File: config.mk
export PLATFORM = sky130hd
export DESIGN_NAME = pdti_task_interp
export DESIGN_NICKNAME = d
export VERILOG_FILES = /design/src/rtl/pdti_pkg.sv /design/src/rtl/pdti_recovery_timer.sv /design/src/rtl/pdti_task_interp.sv
export SDC_FILE = /design/constraint.sdc
export NUM_CORES = 1
export LEC_CHECK = 0
export BUFFER_PORTS_ARGS = -buffer_cell sky130_fd_sc_hd__clkbuf_2
export CAP_MARGIN = 20
export CORE_ASPECT_RATIO = 0.6
export CORE_MARGIN = 2
export CORE_UTILIZATION = 48
export CTS_CLUSTER_SIZE = 10
export DETAILED_ROUTE_END_ITERATION = 8
export GPL_ROUTABILITY_DRIVEN = 0
export GPL_TIMING_DRIVEN = 1
export PLACE_DENSITY_LB_ADDON = 0.08
export SYNTH_ARGS = -nofsm -noshare
export SYNTH_HDL_FRONTEND = slang
export SYNTH_SLANG_ARGS = --single-unit
File: constraint.sdc
create_clock -name sys_clk_i -period 2.2 [get_ports sys_clk_i]
set_clock_uncertainty 0.05 [all_clocks]
set_input_delay 0.55 -clock sys_clk_i [delete_from_list [all_inputs] [get_ports sys_clk_i]]
set_output_delay 0.55 -clock sys_clk_i [all_outputs]
set_load 0.1 [all_outputs]
File: src/rtl/pdti_pkg.sv
// package: constants and carrier types of the host task interpreter
package pdti_pkg;

   // ==========================================================
   // task codes, four ASCII characters packed big-endian
   // ==========================================================
   localparam logic [31:0] PDTI_TASK_WARM   = 32'h47616964; // warm restart
   localparam logic [31:0] PDTI_TASK_COLD   = 32'h47414944; // cold restart
   localparam logic [31:0] PDTI_TASK_SINK   = 32'h5357536b; // become_sink_task
   localparam logic [31:0] PDTI_TASK_SOURCE = 32'h53575372; // become_source_task
   localparam logic [31:0] PDTI_TASK_DFP    = 32'h53574446; // become_downstream_task
   localparam logic [31:0] PDTI_TASK_UFP    = 32'h53575546; // become_upstream_task
   localparam logic [31:0] PDTI_CMD_IDLE    = 32'h00000000;
   localparam logic [31:0] PDTI_CMD_RESET   = 32'h00000000;
   localparam logic [63:0] PDTI_DATA_RESET  = 64'h0000000000000000;

   // ==========================================================
   // result_code_field encodings and positions
   // ==========================================================
   localparam logic [3:0] PDTI_RES_SUCCESS = 4'h0;
   localparam logic [3:0] PDTI_RES_TIMEOUT = 4'h1;
   localparam logic [3:0] PDTI_RES_REJECT  = 4'h3;
   localparam logic [3:0] PDTI_RES_RXLOCK  = 4'h4;
   localparam int         PDTI_RES_LSB     = 0;
   localparam int         PDTI_INFO_LSB    = 4;

   // ==========================================================
   // timing: error recovery delay before restart
   // ==========================================================
   localparam int          PDTI_CLK_HZ        = 100_000_000;
   localparam int          PDTI_RECOVERY_MS   = 1000;
   localparam longint      PDTI_RECOVERY_CYC  =
      longint'(PDTI_RECOVERY_MS) * longint'(PDTI_CLK_HZ) / 1000;
   localparam logic [27:0] PDTI_RECOVERY_DFLT = 28'(PDTI_RECOVERY_CYC);

   // ==========================================================
   // carrier types
   // ==========================================================
   // request to the policy engine
   typedef struct packed {
      logic valid;     // one-cycle start pulse
      logic power;     // 1 power-role swap, 0 data-role swap
      logic to_source; // power target source (else sink)
      logic to_dfp;    // data target dfp (else ufp)
   } pdti_swap_req_t;

   // answer from the policy engine
   typedef struct packed {
      logic done;      // one-cycle completion pulse
      logic accepted;  // partner sent accept
      logic rejected;  // reject or not supported
      logic waiting;   // partner answered wait
      logic failed;    // accepted swap failed
   } pdti_swap_rsp_t;

   // partner / own role view
   typedef struct packed {
      logic is_source;
      logic is_dfp;
      logic partner_drp;
      logic partner_drd;
      logic altmode_active;
   } pdti_role_t;

endpackage : pdti_pkg

File: src/rtl/pdti_recovery_timer.sv
// file: error recovery delay counter used before a restart
`timescale 1ns/10ps
`default_nettype none
module pdti_recovery_timer
   import pdti_pkg::*;
#(
   parameter logic [27:0] CYCLES = PDTI_RECOVERY_DFLT
) (
   input  wire logic sys_clk_i,
   input  wire logic rst_n_i,
   input  wire logic ce_i,
   input  wire logic start_i,
   output logic      expired_o
);
   typedef struct packed {
      logic [27:0] cnt;
      logic        run;
      logic        exp;
   } pdti_tmr_st_t;

   pdti_tmr_st_t st_ff;
   pdti_tmr_st_t nxt_st;

   // ==========================================================
   // counter: expired pulses once CYCLES after start
   // ==========================================================
   always_comb begin
      nxt_st     = st_ff;
      nxt_st.exp = 1'b0;
      if (start_i) begin
         nxt_st.run = 1'b1;
         nxt_st.cnt = 28'h0000001;
      end else if (st_ff.run) begin
         if (st_ff.cnt >= CYCLES) begin
            nxt_st.run = 1'b0;
            nxt_st.exp = 1'b1;
         end else begin
            nxt_st.cnt = st_ff.cnt + 28'h0000001;
         end
      end
   end

   // state register, frozen while the clock enable is low
   always_ff @(posedge sys_clk_i or negedge rst_n_i) begin
      if (!rst_n_i) begin
         st_ff <= '0;
      end else if (ce_i) begin
         st_ff <= nxt_st;
      end
   end

   assign expired_o = st_ff.exp;
endmodule : pdti_recovery_timer
`default_nettype wire

File: src/rtl/pdti_task_interp.sv
// file: four-character task interpreter for restart and role swap tasks
//
// Summary of operation
// - output bytes are written to data register before command clears.
// - data register untouched while command register reads zero.
// - result low nibble: 0 ok, 1 timeout, 3 reject, 4 rx locked.
// - upper nibble only carries info on success; the code always writes it as zero.
// - warm restart: error recovery, one second wait, warm reboot.
// - after restart all command and data registers read zero.
// - cold restart: error recovery, one second wait, bootloader reboot.
// - become sink rejected without partner dual role or on refusal.
// - become source rejected without partner dual role or on refusal.
// - success when already in role or swap completes normally.
// - task keeps running while partner answers wait.
// - become downstream exits alternate modes before the data swap.
// - become upstream exits modes first; rejected without data swap support.
// - failed accepted swap triggers resets; success updates role registers.
`timescale 1ns/10ps
`default_nettype none
module pdti_task_interp
   import pdti_pkg::*;
#(
   parameter logic [27:0] RECOVERY_CYCLES = PDTI_RECOVERY_DFLT
) (
   input  wire logic           sys_clk_i,
   input  wire logic           rst_n_i,
   input  wire logic           ce_i,
   // host side of the command / data registers
   input  wire logic           cmd_wr_i,
   input  wire logic [31:0]    cmd_wdata_i,
   input  wire logic           data_wr_i,
   input  wire logic [63:0]    data_wdata_i,
   output logic      [31:0]    task_command_reg_o,
   output logic      [63:0]    task_data_reg_o,
   // role view and policy engine
   input  wire pdti_role_t     role_i,
   input  wire logic           rx_locked_i,
   output pdti_swap_req_t      swap_req_o,
   input  wire pdti_swap_rsp_t swap_rsp_i,
   output logic                altmode_exit_o,
   input  wire logic           altmode_exit_done_i,
   output logic                soft_reset_o,
   output logic                hard_reset_o,
   output logic                role_update_o,
   output logic                recovery_o,
   output logic                warm_restart_o,
   output logic                cold_restart_o
);

   // ==========================================================
   // state machine and state record
   // ==========================================================
   typedef enum logic [6:0] {
      ST_IDLE   = 7'b0000001,
      ST_DEC    = 7'b0000010,
      ST_EXIT   = 7'b0000100,
      ST_SWAP   = 7'b0001000,
      ST_RESULT = 7'b0010000,
      ST_DONE   = 7'b0100000,
      ST_RECOV  = 7'b1000000
   } pdti_state_t;

   typedef struct packed {
      pdti_state_t    fsm;
      logic [31:0]    cmd;
      logic [63:0]    data;
      logic [3:0]     res;
      logic           cold;
      logic           power;
      logic           to_src;
      logic           to_dfp;
      pdti_swap_req_t req;
      logic           exit_req;
      logic           soft_rst;
      logic           hard_rst;
      logic           role_upd;
      logic           recov;
      logic           warm_go;
      logic           cold_go;
   } pdti_st_t;

   pdti_st_t st_ff;
   pdti_st_t nxt_st;
   logic     tmr_start;
   logic     tmr_expired;

   // one second error recovery wait lives in the helper
   pdti_recovery_timer #(
      .CYCLES    (RECOVERY_CYCLES)
   ) u_recovery (
      .sys_clk_i (sys_clk_i),
      .rst_n_i   (rst_n_i),
      .ce_i      (ce_i),
      .start_i   (tmr_start),
      .expired_o (tmr_expired)
   );

   // ==========================================================
   // next state
   // ==========================================================
   always_comb begin
      nxt_st           = st_ff;
      nxt_st.req       = '0;
      nxt_st.exit_req  = 1'b0;
      nxt_st.soft_rst  = 1'b0;
      nxt_st.hard_rst  = 1'b0;
      nxt_st.role_upd  = 1'b0;
      nxt_st.warm_go   = 1'b0;
      nxt_st.cold_go   = 1'b0;
      tmr_start        = 1'b0;
      // device leaves idle data alone
      // host writes land only while idle; a busy task owns the registers
      if (st_ff.fsm == ST_IDLE && data_wr_i) begin
         nxt_st.data = data_wdata_i;
      end
      case (st_ff.fsm)
         ST_IDLE: begin
            if (cmd_wr_i && cmd_wdata_i != PDTI_CMD_IDLE) begin
               nxt_st.cmd = cmd_wdata_i;
               nxt_st.fsm = ST_DEC;
            end
         end
         ST_DEC: begin
            nxt_st.fsm = ST_RESULT;
            nxt_st.res = PDTI_RES_REJECT; // unknown codes are refused
            case (st_ff.cmd)
               PDTI_TASK_WARM, PDTI_TASK_COLD: begin
                  nxt_st.cold  = (st_ff.cmd == PDTI_TASK_COLD);
                  nxt_st.recov = 1'b1;
                  tmr_start    = 1'b1;
                  nxt_st.fsm   = ST_RECOV;
               end
               PDTI_TASK_SINK, PDTI_TASK_SOURCE: begin
                  nxt_st.power  = 1'b1;
                  nxt_st.to_src = (st_ff.cmd == PDTI_TASK_SOURCE);
                  if (role_i.is_source == nxt_st.to_src) begin
                     nxt_st.res = PDTI_RES_SUCCESS;
                  end else if (!role_i.partner_drp) begin
                     nxt_st.res = PDTI_RES_REJECT;
                  end else begin
                     nxt_st.req = '{valid: 1'b1, power: 1'b1,
                                    to_source: nxt_st.to_src, to_dfp: 1'b0};
                     nxt_st.fsm = ST_SWAP;
                  end
               end
               PDTI_TASK_DFP, PDTI_TASK_UFP: begin
                  nxt_st.power  = 1'b0;
                  nxt_st.to_dfp = (st_ff.cmd == PDTI_TASK_DFP);
                  if (role_i.is_dfp == nxt_st.to_dfp) begin
                     nxt_st.res = PDTI_RES_SUCCESS;
                  end else if (!role_i.partner_drd) begin
                     nxt_st.res = PDTI_RES_REJECT;
                  end else if (role_i.altmode_active) begin
                     nxt_st.exit_req = 1'b1;
                     nxt_st.fsm      = ST_EXIT;
                  end else begin
                     nxt_st.req = '{valid: 1'b1, power: 1'b0,
                                    to_source: 1'b0, to_dfp: nxt_st.to_dfp};
                     nxt_st.fsm = ST_SWAP;
                  end
               end
               default: begin
                  nxt_st.res = PDTI_RES_REJECT;
               end
            endcase
         end
         ST_EXIT: begin
            if (altmode_exit_done_i) begin
               nxt_st.req = '{valid: 1'b1, power: 1'b0,
                              to_source: 1'b0, to_dfp: st_ff.to_dfp};
               nxt_st.fsm = ST_SWAP;
            end
         end
         ST_SWAP: begin
            if (swap_rsp_i.done && !swap_rsp_i.waiting) begin
               nxt_st.fsm = ST_RESULT;
               if (rx_locked_i) begin
                  nxt_st.res = PDTI_RES_RXLOCK;
               end else if (swap_rsp_i.rejected || !swap_rsp_i.accepted) begin
                  nxt_st.res = PDTI_RES_REJECT;
               end else if (swap_rsp_i.failed) begin
                  nxt_st.res      = PDTI_RES_TIMEOUT;
                  nxt_st.soft_rst = 1'b1;
                  nxt_st.hard_rst = 1'b1;
               end else begin
                  nxt_st.res      = PDTI_RES_SUCCESS;
                  nxt_st.role_upd = 1'b1;
               end
            end
         end
         ST_RESULT: begin
            nxt_st.data      = PDTI_DATA_RESET;
            nxt_st.data[7:0] = {4'h0, st_ff.res};
            nxt_st.fsm       = ST_DONE;
         end
         ST_DONE: begin
            nxt_st.cmd = PDTI_CMD_IDLE;
            nxt_st.fsm = ST_IDLE;
         end
         ST_RECOV: begin
            if (tmr_expired) begin
               nxt_st.warm_go = !st_ff.cold;
               nxt_st.cold_go = st_ff.cold;
               nxt_st.recov   = 1'b0;
               nxt_st.cmd     = PDTI_CMD_RESET;
               nxt_st.data    = PDTI_DATA_RESET;
               nxt_st.fsm     = ST_IDLE;
            end
         end
         default: begin
            nxt_st.fsm = ST_IDLE;
         end
      endcase
   end

   // state register; ce low freezes everything
   always_ff @(posedge sys_clk_i or negedge rst_n_i) begin
      if (!rst_n_i) begin
         st_ff     <= '0;
         st_ff.fsm <= ST_IDLE;
      end else if (ce_i) begin
         st_ff <= nxt_st;
      end
   end

   // ==========================================================
   // outputs, all from flip-flops
   // ==========================================================
   assign task_command_reg_o = st_ff.cmd;
   assign task_data_reg_o    = st_ff.data;
   assign swap_req_o         = st_ff.req;
   assign altmode_exit_o     = st_ff.exit_req;
   assign soft_reset_o       = st_ff.soft_rst;
   assign hard_reset_o       = st_ff.hard_rst;
   assign role_update_o      = st_ff.role_upd;
   assign recovery_o         = st_ff.recov;
   assign warm_restart_o     = st_ff.warm_go;
   assign cold_restart_o     = st_ff.cold_go;

   // ==========================================================
   // assertions
   // ==========================================================
   property p_data_before_clear;
      @(posedge sys_clk_i) disable iff (!rst_n_i)
      (ce_i && st_ff.fsm == ST_DONE) |=> (task_command_reg_o == 32'h0)
         && (task_data_reg_o[3:0] == $past(st_ff.res));
   endproperty
   a_data_before_clear: assert property (p_data_before_clear)
      else $error("command cleared without result loaded");

   property p_data_stable_idle;
      @(posedge sys_clk_i) disable iff (!rst_n_i)
      (st_ff.fsm == ST_IDLE && !data_wr_i && !cmd_wr_i && ce_i)
         |=> $stable(task_data_reg_o);
   endproperty
   a_data_stable_idle: assert property (p_data_stable_idle)
      else $error("data register changed while idle");

   property p_result_legal;
      @(posedge sys_clk_i) disable iff (!rst_n_i)
      (st_ff.fsm == ST_DONE) |-> (task_data_reg_o[3:0] inside {4'h0, 4'h1, 4'h3, 4'h4});
   endproperty
   a_result_legal: assert property (p_result_legal)
      else $error("illegal result code");

   property p_upper_nibble;
      @(posedge sys_clk_i) disable iff (!rst_n_i)
      (st_ff.fsm == ST_DONE && task_data_reg_o[3:0] != 4'h0)
         |-> (task_data_reg_o[7:4] == 4'h0);
   endproperty
   a_upper_nibble: assert property (p_upper_nibble)
      else $error("info nibble set on failure");

   property p_restart_clears;
      @(posedge sys_clk_i) disable iff (!rst_n_i)
      (ce_i && st_ff.fsm == ST_RECOV && tmr_expired)
         |=> (task_command_reg_o == 32'h0 && task_data_reg_o == 64'h0
              && (warm_restart_o || cold_restart_o));
   endproperty
   a_restart_clears: assert property (p_restart_clears)
      else $error("restart left registers nonzero");

   property p_already_role;
      @(posedge sys_clk_i) disable iff (!rst_n_i)
      (ce_i && st_ff.fsm == ST_DEC && st_ff.cmd == PDTI_TASK_SINK && !role_i.is_source)
         |=> (st_ff.fsm == ST_RESULT && st_ff.res == 4'h0);
   endproperty
   a_already_role: assert property (p_already_role)
      else $error("already-in-role swap not successful");

   property p_wait_runs;
      @(posedge sys_clk_i) disable iff (!rst_n_i)
      (ce_i && st_ff.fsm == ST_SWAP && swap_rsp_i.waiting) |=> (st_ff.fsm == ST_SWAP);
   endproperty
   a_wait_runs: assert property (p_wait_runs)
      else $error("swap ended during wait");

   property p_exit_before_swap;
      @(posedge sys_clk_i) disable iff (!rst_n_i)
      (st_ff.fsm == ST_EXIT) |-> !swap_req_o.valid;
   endproperty
   a_exit_before_swap: assert property (p_exit_before_swap)
      else $error("data swap sent before mode exit");

   property p_fail_resets;
      @(posedge sys_clk_i) disable iff (!rst_n_i)
      (soft_reset_o) |-> (st_ff.fsm == ST_RESULT && st_ff.res == 4'h1);
   endproperty
   a_fail_resets: assert property (p_fail_resets)
      else $error("reset without timeout result");

   c_swap_ok: cover property (@(posedge sys_clk_i) disable iff (!rst_n_i)
      role_update_o);
   c_swap_fail: cover property (@(posedge sys_clk_i) disable iff (!rst_n_i)
      hard_reset_o);
   c_exit_path: cover property (@(posedge sys_clk_i) disable iff (!rst_n_i)
      st_ff.fsm == ST_EXIT ##1 st_ff.fsm == ST_SWAP);
   c_restart: cover property (@(posedge sys_clk_i) disable iff (!rst_n_i)
      warm_restart_o || cold_restart_o);

endmodule : pdti_task_interp
`default_nettype wire

# Word-level counts from Yosys, hierarchy flattened

Index checks and enable logic that the tools add are counted.
W data, S select, Z words.

Memory bits (read-only): 0
Register bits: 150
Bits in writable memories: 0
Output and inout bits: 107
Logic and storage cells: 115
Bits in latches: 0
Memories: 0

Multipliers: 0
$add $sub $neg: 1
$lt $le $gt $ge: 1
Reduce and logical (&&, ||, !) cells: 22
Eq/ne operators: 21
Bitwise gates (word level): 0
Muxes and demuxes: 50
Div/mod/pow operators: 0
Shift operators: 0

Operator list:

| operator                | count |
|---|---|
| $eq A32 B31 Y1 const B  | 6 |
| $pmux W64 S2            | 1 |
| $mux W103               | 1 |
| $pmux W32 S3            | 1 |
| $mux W64                | 1 |
| $pmux W7 S6             | 1 |
| $mux W39                | 1 |
| $mux W7                 | 5 |
| $mux W4                 | 8 |
| $reduce_bool A32 Y1     | 1 |
| $mux W30                | 1 |
| $mux W29                | 1 |
| $add A28 B1 Y28 const B | 1 |
| $ge A28 B27 Y1 const B  | 1 |
| $mux W28                | 1 |
| $pmux W4 S2             | 3 |
| $pmux W7 S3             | 1 |
| $mux W3                 | 5 |
| $mux W5                 | 3 |
| $reduce_and A3 Y1       | 4 |
| $mux W2                 | 5 |
| $mux W1                 | 9 |
| $reduce_and A4 Y1       | 2 |
| $eq A7 B1 Y1 const B    | 1 |
| other kinds (18)        | 31 |

# Longest topological paths before layout

Gate-level depths: netlist of run 1.

Depth after elaboration: 6
Depth in mapped cells: 9

# Modules after synthesis

A second synthesis of run 1 with hierarchy kept.

Cells, all modules: 838
Area total of the unflattened synthesis: 7961.4 sq um

By module, submodules not included:

| module              | area each (sq um) | cells each | times used |
|---|---|---|---|
| pdti_task_interp    | 6069.6            | 644        | 1 |
| pdti_recovery_timer | 1891.8            | 194        | 1 |

# Least setup slack after synthesis of run 1

Ideal clock, no wire load.

Path kind: register -> register
Start point: reg st_ff[121] in the netlist's numbering
End point: reg st_ff (netlist bit task_command_reg_o[11])
Buffers on the path: 3
Clock period less this slack: 2.304 ns
Cell stages (with the launch flop): 10
Library setup time: 0.125 ns
Setup slack: -0.104 ns
Data required time: 2.025 ns
Data arrival time: 2.129 ns
Cells stage by stage: dfrtp_1 -> buf_6 -> nor4_4 -> nor4b_4 -> o211ai_1 -> a221o_1 -> buf_2 -> buf_2 -> nand2_1 -> o21ai_1

Word-level cells in the longest chain between the ends: 3

Ends and longest elaborated chain:

| item                                                         | RTL line                | source |
|---|---|---|
| start: declaration                                           | pdti_task_interp.sv:82  | `pdti_st_t st_ff;` |
| start signal: assignment                                     | pdti_task_interp.sv:222 | `st_ff <= nxt_st;` |
| $eq A7 B7 Y1 (tied with other cells)                         | pdti_task_interp.sv:116 | `case (st_ff.fsm)` |
| $ne A2 B1 Y1 (no line) or $reduce_bool A3 Y1 (tied branches) | --                      |  |
| $reduce_and A4 Y1 (no line)                                  | --                      |  |

Parallel ways exist; a longest one is shown, timed or not.
A chain may end at the register's enable or synchronous reset.

# Worst setup path in the final report of run 1

Start point: reg st_ff[117] in the netlist's numbering
End point: reg st_ff (netlist bit task_command_reg_o[13])

The elaborated chain is that of the path after synthesis.

==> impl_metrics.yaml, run 1 <==
grt:
  antenna_found_initial: 0
  grt_pass1_wl_um: 34890
  grt_max_degree: 65
  first_global_vias: 6420
  track_usage: 0.2488
  grt.overflow.total: 0
detailed_routing:
  vias: 7474
  first_pass_iters: 6
  vias_per_cell: 5.549
  wire_per_inst_um: 18.65
  drc: 0
  antenna_left: 0
  initialDrtViolationCount: 722
  routed_wl_um: 25120
pwr:
  seq_power_share: 0.238
  power_density_nw_per_um2: 1587
  p_int_mw: 7.564
  power_mw: 17.63
  irDropWorstVdd_mv: 1.375
  p_sw_mw: 10.07
  combPwrFrac: 0.594
  switching_share: 0.5710
  clockPowerShare: 0.168
  power_leakage_nw: 5.428
cts:
  clock_path_buffers: 2
  cts_buffers: 17
  cts_hold_buffers: 0
  cts_max_level: 4
  clk_latency_ns: 0.42
  cts_tree: "built"
  path_clk_slew_ns: 0.07
  cts-root-buf: "clkbuf_16"
  clock-sinks: 148
setup_path:
  r2r_end: "task_command_reg_o[13]"
  crit_type: "reg -> reg"
  startpoint_type: "flip-flop"
  crit_start: "st_ff[117]"
  reg2reg_slack_ns: -0.11
  worst_ep_required_time_ns: 2.45
  worst_setup_path_end_kind: "flip-flop"
  critical_path_arrival_ns: 2.56
  r2r-start: "st_ff[117]"
  r2r_cells: 7
  path_max_fanout: 8
final_layout:
  fin_cells: 1347
  layout-drive-gt1-share: 0.4842
  final_util: 0.6853
  diodes: 0
  postLayoutCellArea_um2: 11110
  area_delta_synth_final_pct: 40.03
  layout.nets: 1240
  fill_cells: 1282
logic_synthesis:
  synth_edf_count: 0
  yosys_warnings: 0
  synthFlopType: "dfrtp_1"
  netlist_area_um2: 7936
  synthDistinctLibCells: 61
  synth_top_area_cell: "dfrtp_1"
  synth.area.top_cells: "dfrtp_1, nand2_1, buf_4, a21oi_1, o21ai_1"
  syn_avg_cell_area_um2: 8.818
  async_reset_ff_frac: 1.000
  syn_nets: 1015
  synthCells: 900
  synth_top_area_frac: 0.4635
  ys_seq_elements: 148
  seq_area_frac_synth: 0.4668
sta:
  drv_slew: 0
  post-route-period-util: 1.048
  setup_viol_count_final: 118
  hold_slack_ns: 0.01098
  hold_violations: 0
  clock.fmax_mhz: 433.8
  layout_setup_ws_ns: -0.1051
  tightestPinTransition_ns: 0.5963
  rsz0062_at_grt: "yes"
  min_period_ns: 2.305
  relSlewSlack: 0.5983
hold_path:
  worst_hold_path_type: "in -> async"
floorplanning:
  ios: 220
  die_area_um2: 17610
  die_h_um: 103.6
  initial_utilization: 0.4894
  fp-row-count: 36
  die_x_um: 170
  coreArea_um2: 16220
run:
  max-cap-violations: 0
outcome:
  status: "finished with violations"
  violations: "setup timing"
placed_design:
  place_area_um2: 9154
  dpl.cell_count: 1277
  dp_hpwl_um: 15630
  portBuffers: 219
[flip-flops by register name, indices dropped and copies added, names as in the netlist]
signal                count
task_data_reg_o          64
u_recovery.st_ff         29
cold_restart_o            1
swap_req_o                4
recovery_o                1
soft_reset_o              1
task_command_reg_o       32
role_update_o             1
warm_restart_o            1
st_ff                    12
altmode_exit_o            1
u_recovery.expired_o      1
[cell families after synthesis]
logic type	synth area share
AND/OR/NAND/NOR	0.2316
AO/OA/AOI/OAI	0.1447
buffers and inverters	0.1269
flip-flops	0.4668
XOR/XNOR	0.01876
multiplexers	0.008040
adder cells (fa/ha/maj)	0.003153
[metrics by stage]
stage,setup TNS (ns),setup slack [ns]
after detailed placement,-3.355,-0.1698
after global placement,-3.800,-0.1855
after global routing,-16.57,-0.1874
after CTS,-0.7694,-0.07956
after floorplan,0,0.008243
final,-6.154,-0.1051
[synth_stat cells, drive strengths merged, types with 11 or more instances]
cell / count
nand2: 214
dfrtp: 147
buf: 119
a21oi: 81
o21ai: 47
nor2: 43
clkbuf: 24
nor4: 18
xor2: 17
nand3: 16
nand4: 13
and3: 12
inv: 12
o211ai: 11
[final cells by class]
cell class | count | area (um^2) | share of cell area
multi-input combinational | 598 | 4058 | 0.3651
timing repair buffer | 348 | 2437 | 0.2193
clock buffer | 18 | 439.2 | 0.03952
tap | 209 | 261.5 | 0.02353
inverter | 12 | 45.04 | 0.004053
clock inverter | 14 | 167.7 | 0.01509
sequential | 148 | 3705 | 0.3334
[layer usage]
layer | vias up | track usage | share of wire
li1 | 3499 | - | -
met1 | 3651 | 0.4094 | 0.50
met2 | 301 | 0.3362 | 0.42
met3 | 23 | 0.04585 | 0.069
met4 | 0 | 0.04762 | 0.0088
met5 | - | 0 | 0
[power groups by stage]
stage                     Combinational [mW]  Clock, mW  Sequential (mW)
after floorplan                         8.58          0             4.08
after global placement                  9.22          0             4.15
after detailed placement                9.26          0             4.15
after CTS                               9.31       2.99             4.13
after global routing                    10.9       3.12             4.30
final                                   10.5       2.97             4.19
[cells in the final DEF, fill, tap and decap left out, types with 13 or more instances in the layout]
master / Yosys / layout
buf_6: 4 / 14
nand4_1: 13 / 13
clkbuf_2: 0 / 218
nand2_4: 0 / 28
a21oi_1: 81 / 29
clkbuf_16: 0 / 26
nand3_1: 15 / 13
o21ai_1: 32 / 25
a21oi_2: 0 / 51
dfrtp_1: 147 / 147
nor2_1: 42 / 29
nand2_2: 0 / 25
nand2_1: 214 / 161
buf_4: 101 / 93
xor2_1: 17 / 17
[worst max path at each step]
stage                                   endpoint  slack (ns)  depth (start not counted)
after floorplan             u_recovery.st_ff[22]       0.008                          6
after CTS                   u_recovery.st_ff[15]       -0.08                          9
final                     task_command_reg_o[13]       -0.11                          7
after detailed placement    u_recovery.st_ff[29]       -0.17                          9
after global routing         task_data_reg_o[35]       -0.19                         10
after global placement      u_recovery.st_ff[17]       -0.19                          9
[repair_timing]
action,in CTS,in global routing
setup buffers,9,15
hold endpoints to repair,0,0
resized for setup,32,196
setup endpoints to repair,42,139
pin swaps,15,75
cloned,1,15
[worst max-delay path: stages (launching register included)]
cell       delay (ns)
dfrtp_1          0.43
nor4_4           0.33
nor4b_4          0.30
o211ai_1         0.20
a221o_2          0.53
clkbuf_16        0.23
nand2_1          0.06
o21ai_1          0.06
No activity file was read; power rests on OpenSTA's default activity.
==> inputs of run 2 (changes only) <==
==> constraint.sdc (replaced) <==
create_clock -name sys_clk_i -period 1.9 [get_ports sys_clk_i]
set_clock_uncertainty 0.05 [all_clocks]
set_input_delay 0.475 -clock sys_clk_i [delete_from_list [all_inputs] [get_ports sys_clk_i]]
set_output_delay 0.475 -clock sys_clk_i [all_outputs]
set_load 0.005 [all_outputs]
==> impl_metrics.yaml, run 2 (same netlist as run 1, synthesis figures left out) <==
outcome:
  status: "finished with violations"
  violations: "setup timing"
sta:
  post-route-period-util: 1.250
  layout_setup_ws_ns: -0.4743
  hold_violations: 0
  min_period_ns: 2.374
  clock.fmax_mhz: 421.2
  setup_viol_count_final: 142
  drv_slew: 0
  rsz0062_at_grt: "yes"
  relSlewSlack: 0.7325
  tightestPinTransition_ns: 0.4012
pwr:
  seq_power_share: 0.313
  p_int_mw: 9.910
  p_sw_mw: 6.023
  combPwrFrac: 0.463
  power_density_nw_per_um2: 1205
  power_leakage_nw: 6.621
  clockPowerShare: 0.224
  switching_share: 0.3780
  power_mw: 15.93
  irDropWorstVdd_mv: 0.6945
cts:
  cts_buffers: 17
  path_clk_slew_ns: 0.07
  cts_tree: "built"
  clk_latency_ns: 0.44
  cts_max_level: 4
  clock_path_buffers: 2
  cts-root-buf: "clkbuf_16"
  clock-sinks: 148
grt:
  grt_max_degree: 38
  antenna_found_initial: 0
  track_usage: 0.3078
  grt_pass1_wl_um: 42420
  first_global_vias: 7863
  grt.overflow.total: 0
floorplanning:
  ios: 220
  die_h_um: 103.6
  die_x_um: 170
  die_area_um2: 17610
  initial_utilization: 0.4894
  fp-row-count: 36
  coreArea_um2: 16220
detailed_routing:
  vias_per_cell: 5.791
  initialDrtViolationCount: 982
  wire_per_inst_um: 21.67
  routed_wl_um: 32060
  vias: 8565
  drc: 0
  antenna_left: 0
  first_pass_iters: 6
setup_path:
  crit_chain: "nor4b_2 > nand4_1 > buf_4 > buf_4 > nor4_4 > buf_4 > nand2b_4 > o22ai_2 > o2bb2ai_2"
  reg2reg_slack_ns: -0.47
  crit_top_cell: "buf_4"
  crit_slowest_cell: "nor4b_2"
  path_max_fanout: 4
  cp_num_buf_inv: 3
  slowest_delay_ns: 0.43
  crit_type: "reg -> reg"
  worst_setup_path_end_kind: "flip-flop"
  critical_path_arrival_ns: 2.64
  worst_ep_required_time_ns: 2.17
  cp_top_family: "simple AND/OR/NAND/NOR gates"
  startpoint_type: "flip-flop"
final_layout:
  final_util: 0.8151
  diodes: 0
  mostFrequentLayoutCells: "clkbuf_2, buf_4, dfrtp_1, nand2_1, nand2_4"
  largest_register_ffs: 64
  mostFrequentLayoutCell: "clkbuf_2"
  area_delta_synth_final_pct: 66.55
  postLayoutCellArea_um2: 13220
  seqCellArea_um2: 3707
  fin_cells: 1479
  layout.nets: 1372
  multiInputGateArea_um2: 4686
  layout-drive-gt1-share: 0.6244
  fill_cells: 892
placed_design:
  place_area_um2: 10050
  dp_hpwl_um: 16240
  portBuffers: 219
  dp_slack_ns: -0.4911
  dpl.cell_count: 1378
hold_path:
  worst_hold_path_type: "in -> reg"
run:
  max-cap-violations: 0
run 2: changes by cell type in the layout (fill, tap and decap cells not counted), sizes merged:
| cell | previous run | this run |
|---|---|---|
| dlygate4sd3 | 0 | 1 |
| clkinv | 7 | 1 |
| bufbuf | 0 | 1 |
| bufinv | 1 | 2 |
| buf | 121 | 249 |
| clkinvlp | 1 | 3 |
| inv | 17 | 20 |
| clkbuf | 245 | 247 |
run 2: through the flow:
step,hold WS [ns],TNS [ns]
after floorplan,0.1294,-21.18
after global placement,0.3641,-37.09
after detailed placement,0.3682,-37.47
after CTS,0.1861,-28.72
after global routing,0.1966,-51.12
final,0.1973,-45.64
run 2: final cells by class:
class	count	share of cell area
sequential	148	0.2805
clock buffer	18	0.03247
inverter	12	0.003408
multi-input combinational	598	0.3545
tap	209	0.01978
timing repair buffer	480	0.2970
clock inverter	14	0.01240
run 2: power by group through the flow:
stage | combinational [mW] | clock, mW | sequential, mW
detailed placement | 4.54 | 0 | 4.79
floorplan | 3.26 | 0 | 4.73
finish | 7.38 | 3.56 | 4.99
global route | 7.78 | 3.70 | 5.07
CTS | 5.66 | 3.52 | 4.78
global placement | 4.46 | 0 | 4.78
run 2: timing repair:
action                     CTS  global route
setup endpoints to repair  141           146
hold buffers                 1             0
gates cloned                16            17
hold endpoints to repair    33             0
resized for setup          163           251
setup buffers               26            15
pin swaps                   81           117
run 2: worst reg2reg max path, cell delays in order, from the launching register on:
cell and delay (ns):
dfrtp_1 0.39, nor4b_2 0.43, nand4_1 0.16, buf_4 0.19
buf_4 0.14, nor4_4 0.30, buf_4 0.22, nand2b_4 0.16
o22ai_2 0.07, o2bb2ai_2 0.14
run 2: final timing paths:
kind / startpoint / to / cells past startpoint
setup / recovery: task_command_reg_o[0] / u_recovery.st_ff[17] / 9
hold / removal: data_wdata_i[59] / task_data_reg_o[59] / 3
setup reg to reg: task_command_reg_o[0] / u_recovery.st_ff[17] / 9
hold reg to reg: altmode_exit_o / altmode_exit_o / 2
max in group asynchronous: rst_n_i / task_data_reg_o[11] / 3
min in group asynchronous: rst_n_i / u_recovery.st_ff[9] / 2
run 2: layer usage:
layer	global-route usage	vias up	part of all wire
met5	0	-	0
met4	0.09096	0	0.027
met3	0.05999	94	0.088
met2	0.4391	492	0.45
met1	0.4721	4220	0.43
li1	-	3759	-
==> inputs of run 3 (changes only) <==
Settings changed: PLACE_DENSITY from default to 0.77, PLACE_DENSITY_LB_ADDON 0.08 to default.
==> impl_metrics.yaml, run 3 (same netlist as run 1, synthesis figures left out) <==
outcome:
  status: "finished with violations"
  violations: "setup timing"
pwr:
  p_int_mw: 9.353
  seq_power_share: 0.339
  switching_share: 0.3867
  irDropWorstVdd_mv: 0.7064
  clockPowerShare: 0.216
  power_leakage_nw: 6.038
  p_sw_mw: 5.898
  power_density_nw_per_um2: 1220
  combPwrFrac: 0.445
detailed_routing:
  antenna_left: 0
  wire_per_inst_um: 21.48
  first_pass_iters: 6
  routed_wl_um: 31160
  initialDrtViolationCount: 898
  vias: 8574
  vias_per_cell: 5.909
  drc: 0
placed_design:
  dp_hpwl_um: 17170
  portBuffers: 219
  dp_slack_ns: -0.4399
  place_area_um2: 9976
  dpl.cell_count: 1368
floorplanning:
  die_x_um: 170
  ios: 220
  coreArea_um2: 16220
  die_h_um: 103.6
  die_area_um2: 17610
  fp-row-count: 36
  initial_utilization: 0.4894
grt:
  first_global_vias: 8305
  antenna_found_initial: 0
  grt_pass1_wl_um: 44370
  grt.overflow.total: 0
  grt_max_degree: 44
  track_usage: 0.3216
cts:
  path_clk_slew_ns: 0.08
  clock_path_buffers: 2
  clock-sinks: 148
  cts_buffers: 17
  cts_tree: "built"
  clk_latency_ns: 0.43
  cts_max_level: 4
  cts-root-buf: "clkbuf_16"
setup_path:
  worst_setup_path_end_kind: "flip-flop"
  r2r_cells: 10
  crit_type: "reg -> reg"
  startpoint_type: "flip-flop"
  worst_ep_required_time_ns: 2.19
  critical_path_arrival_ns: 2.72
  path_max_fanout: 7
sta:
  hold_violations: 0
  relSlewSlack: 0.6352
  clock.fmax_mhz: 411.8
  setup_viol_count_final: 143
  post-route-period-util: 1.278
  min_period_ns: 2.429
  layout_setup_ws_ns: -0.5286
  drv_slew: 0
  tightestPinTransition_ns: 0.5415
  rsz0062_at_grt: "yes"
final_layout:
  layout.nets: 1344
  mostFrequentLayoutCells: "clkbuf_2, buf_4, dfrtp_1, nand2_1, a21oi_2"
  layout-drive-gt1-share: 0.5853
  diodes: 0
  fin_cells: 1451
  area_delta_synth_final_pct: 57.48
  postLayoutCellArea_um2: 12500
  mostFrequentLayoutCell: "clkbuf_2"
  largest_register_ffs: 64
  fill_cells: 949
hold_path:
  holdPathStages: 3
  worst_hold_path_type: "in -> reg"
run:
  max-cap-violations: 0
[run 3: stage by stage]
step                      total power, mW    util  hold slack [ns]  TNS, ns
final                               15.25  0.7708           0.2079   -58.60
after global routing                15.88  0.7708           0.2119   -62.80
after CTS                           14.33  0.7462           0.1977   -31.82
after detailed placement            9.326  0.6152           0.3355   -34.66
after global placement              9.170  0.6152           0.3411   -27.45
after floorplan                     7.989       -           0.1294   -21.18
[run 3: final timing paths]
check | slack [ns] | to | from
max in group asynchronous | 0.69 | task_data_reg_o[10] | rst_n_i
min | 0.21 | task_data_reg_o[32] | data_wdata_i[32]
max reg2reg | -0.53 | u_recovery.st_ff[29] | st_ff[121]
min in group asynchronous | 0.46 | task_command_reg_o[14] | rst_n_i
max | -0.53 | u_recovery.st_ff[29] | st_ff[121]
min reg2reg | 0.44 | cold_restart_o | cold_restart_o
[run 3: layer usage]
layer	GRT usage	share of wire	vias up
li1	-	-	3697
met3	0.07566	0.092	122
met4	0.1221	0.041	0
met1	0.4423	0.40	4210
met2	0.4953	0.47	545
met5	0	0	-
[run 3: cell type report]
class | instances | area (um^2) | area share
multi-input cells | 597 | 4552 | 0.3642
clock inverters | 15 | 135.1 | 0.01081
repair buffers | 453 | 3373 | 0.2699
well taps | 209 | 261.5 | 0.02092
clock buffers | 17 | 425.4 | 0.03404
flip-flops and latches | 148 | 3706 | 0.2965
inverters | 12 | 45.04 | 0.003604
[run 3: what timing repair did]
| action | in CTS | in global routing |
|---|---|---|
| gates cloned | 16 | 0 |
| endpoints found under the setup margin | 142 | 146 |
| pin swaps | 111 | 72 |
| gates resized for setup | 233 | 137 |
| buffers inserted | 33 | 14 |
| hold endpoints to repair | 27 | 0 |
| hold buffers | 1 | 0 |
[run 3: power by group through the flow]
stage / logic [mW] / clock network [mW] / registers (mW)
floorplan: 3.26 / 0 / 4.73
global placement: 4.42 / 0 / 4.75
detailed placement: 4.51 / 0 / 4.81
CTS: 6.11 / 3.28 / 4.94
global route: 7.19 / 3.44 / 5.25
finish: 6.79 / 3.29 / 5.17
[run 3: critical path, cell delays in order, from the launching register on]
cell       delay [ns]
dfrtp_1          0.46
nor4_4           0.29
buf_4            0.17
buf_4            0.15
o2111ai_4        0.11
nor4_2           0.29
buf_4            0.17
nor2b_4          0.18
buf_6            0.18
o2111ai_2        0.11
a21oi_1          0.18
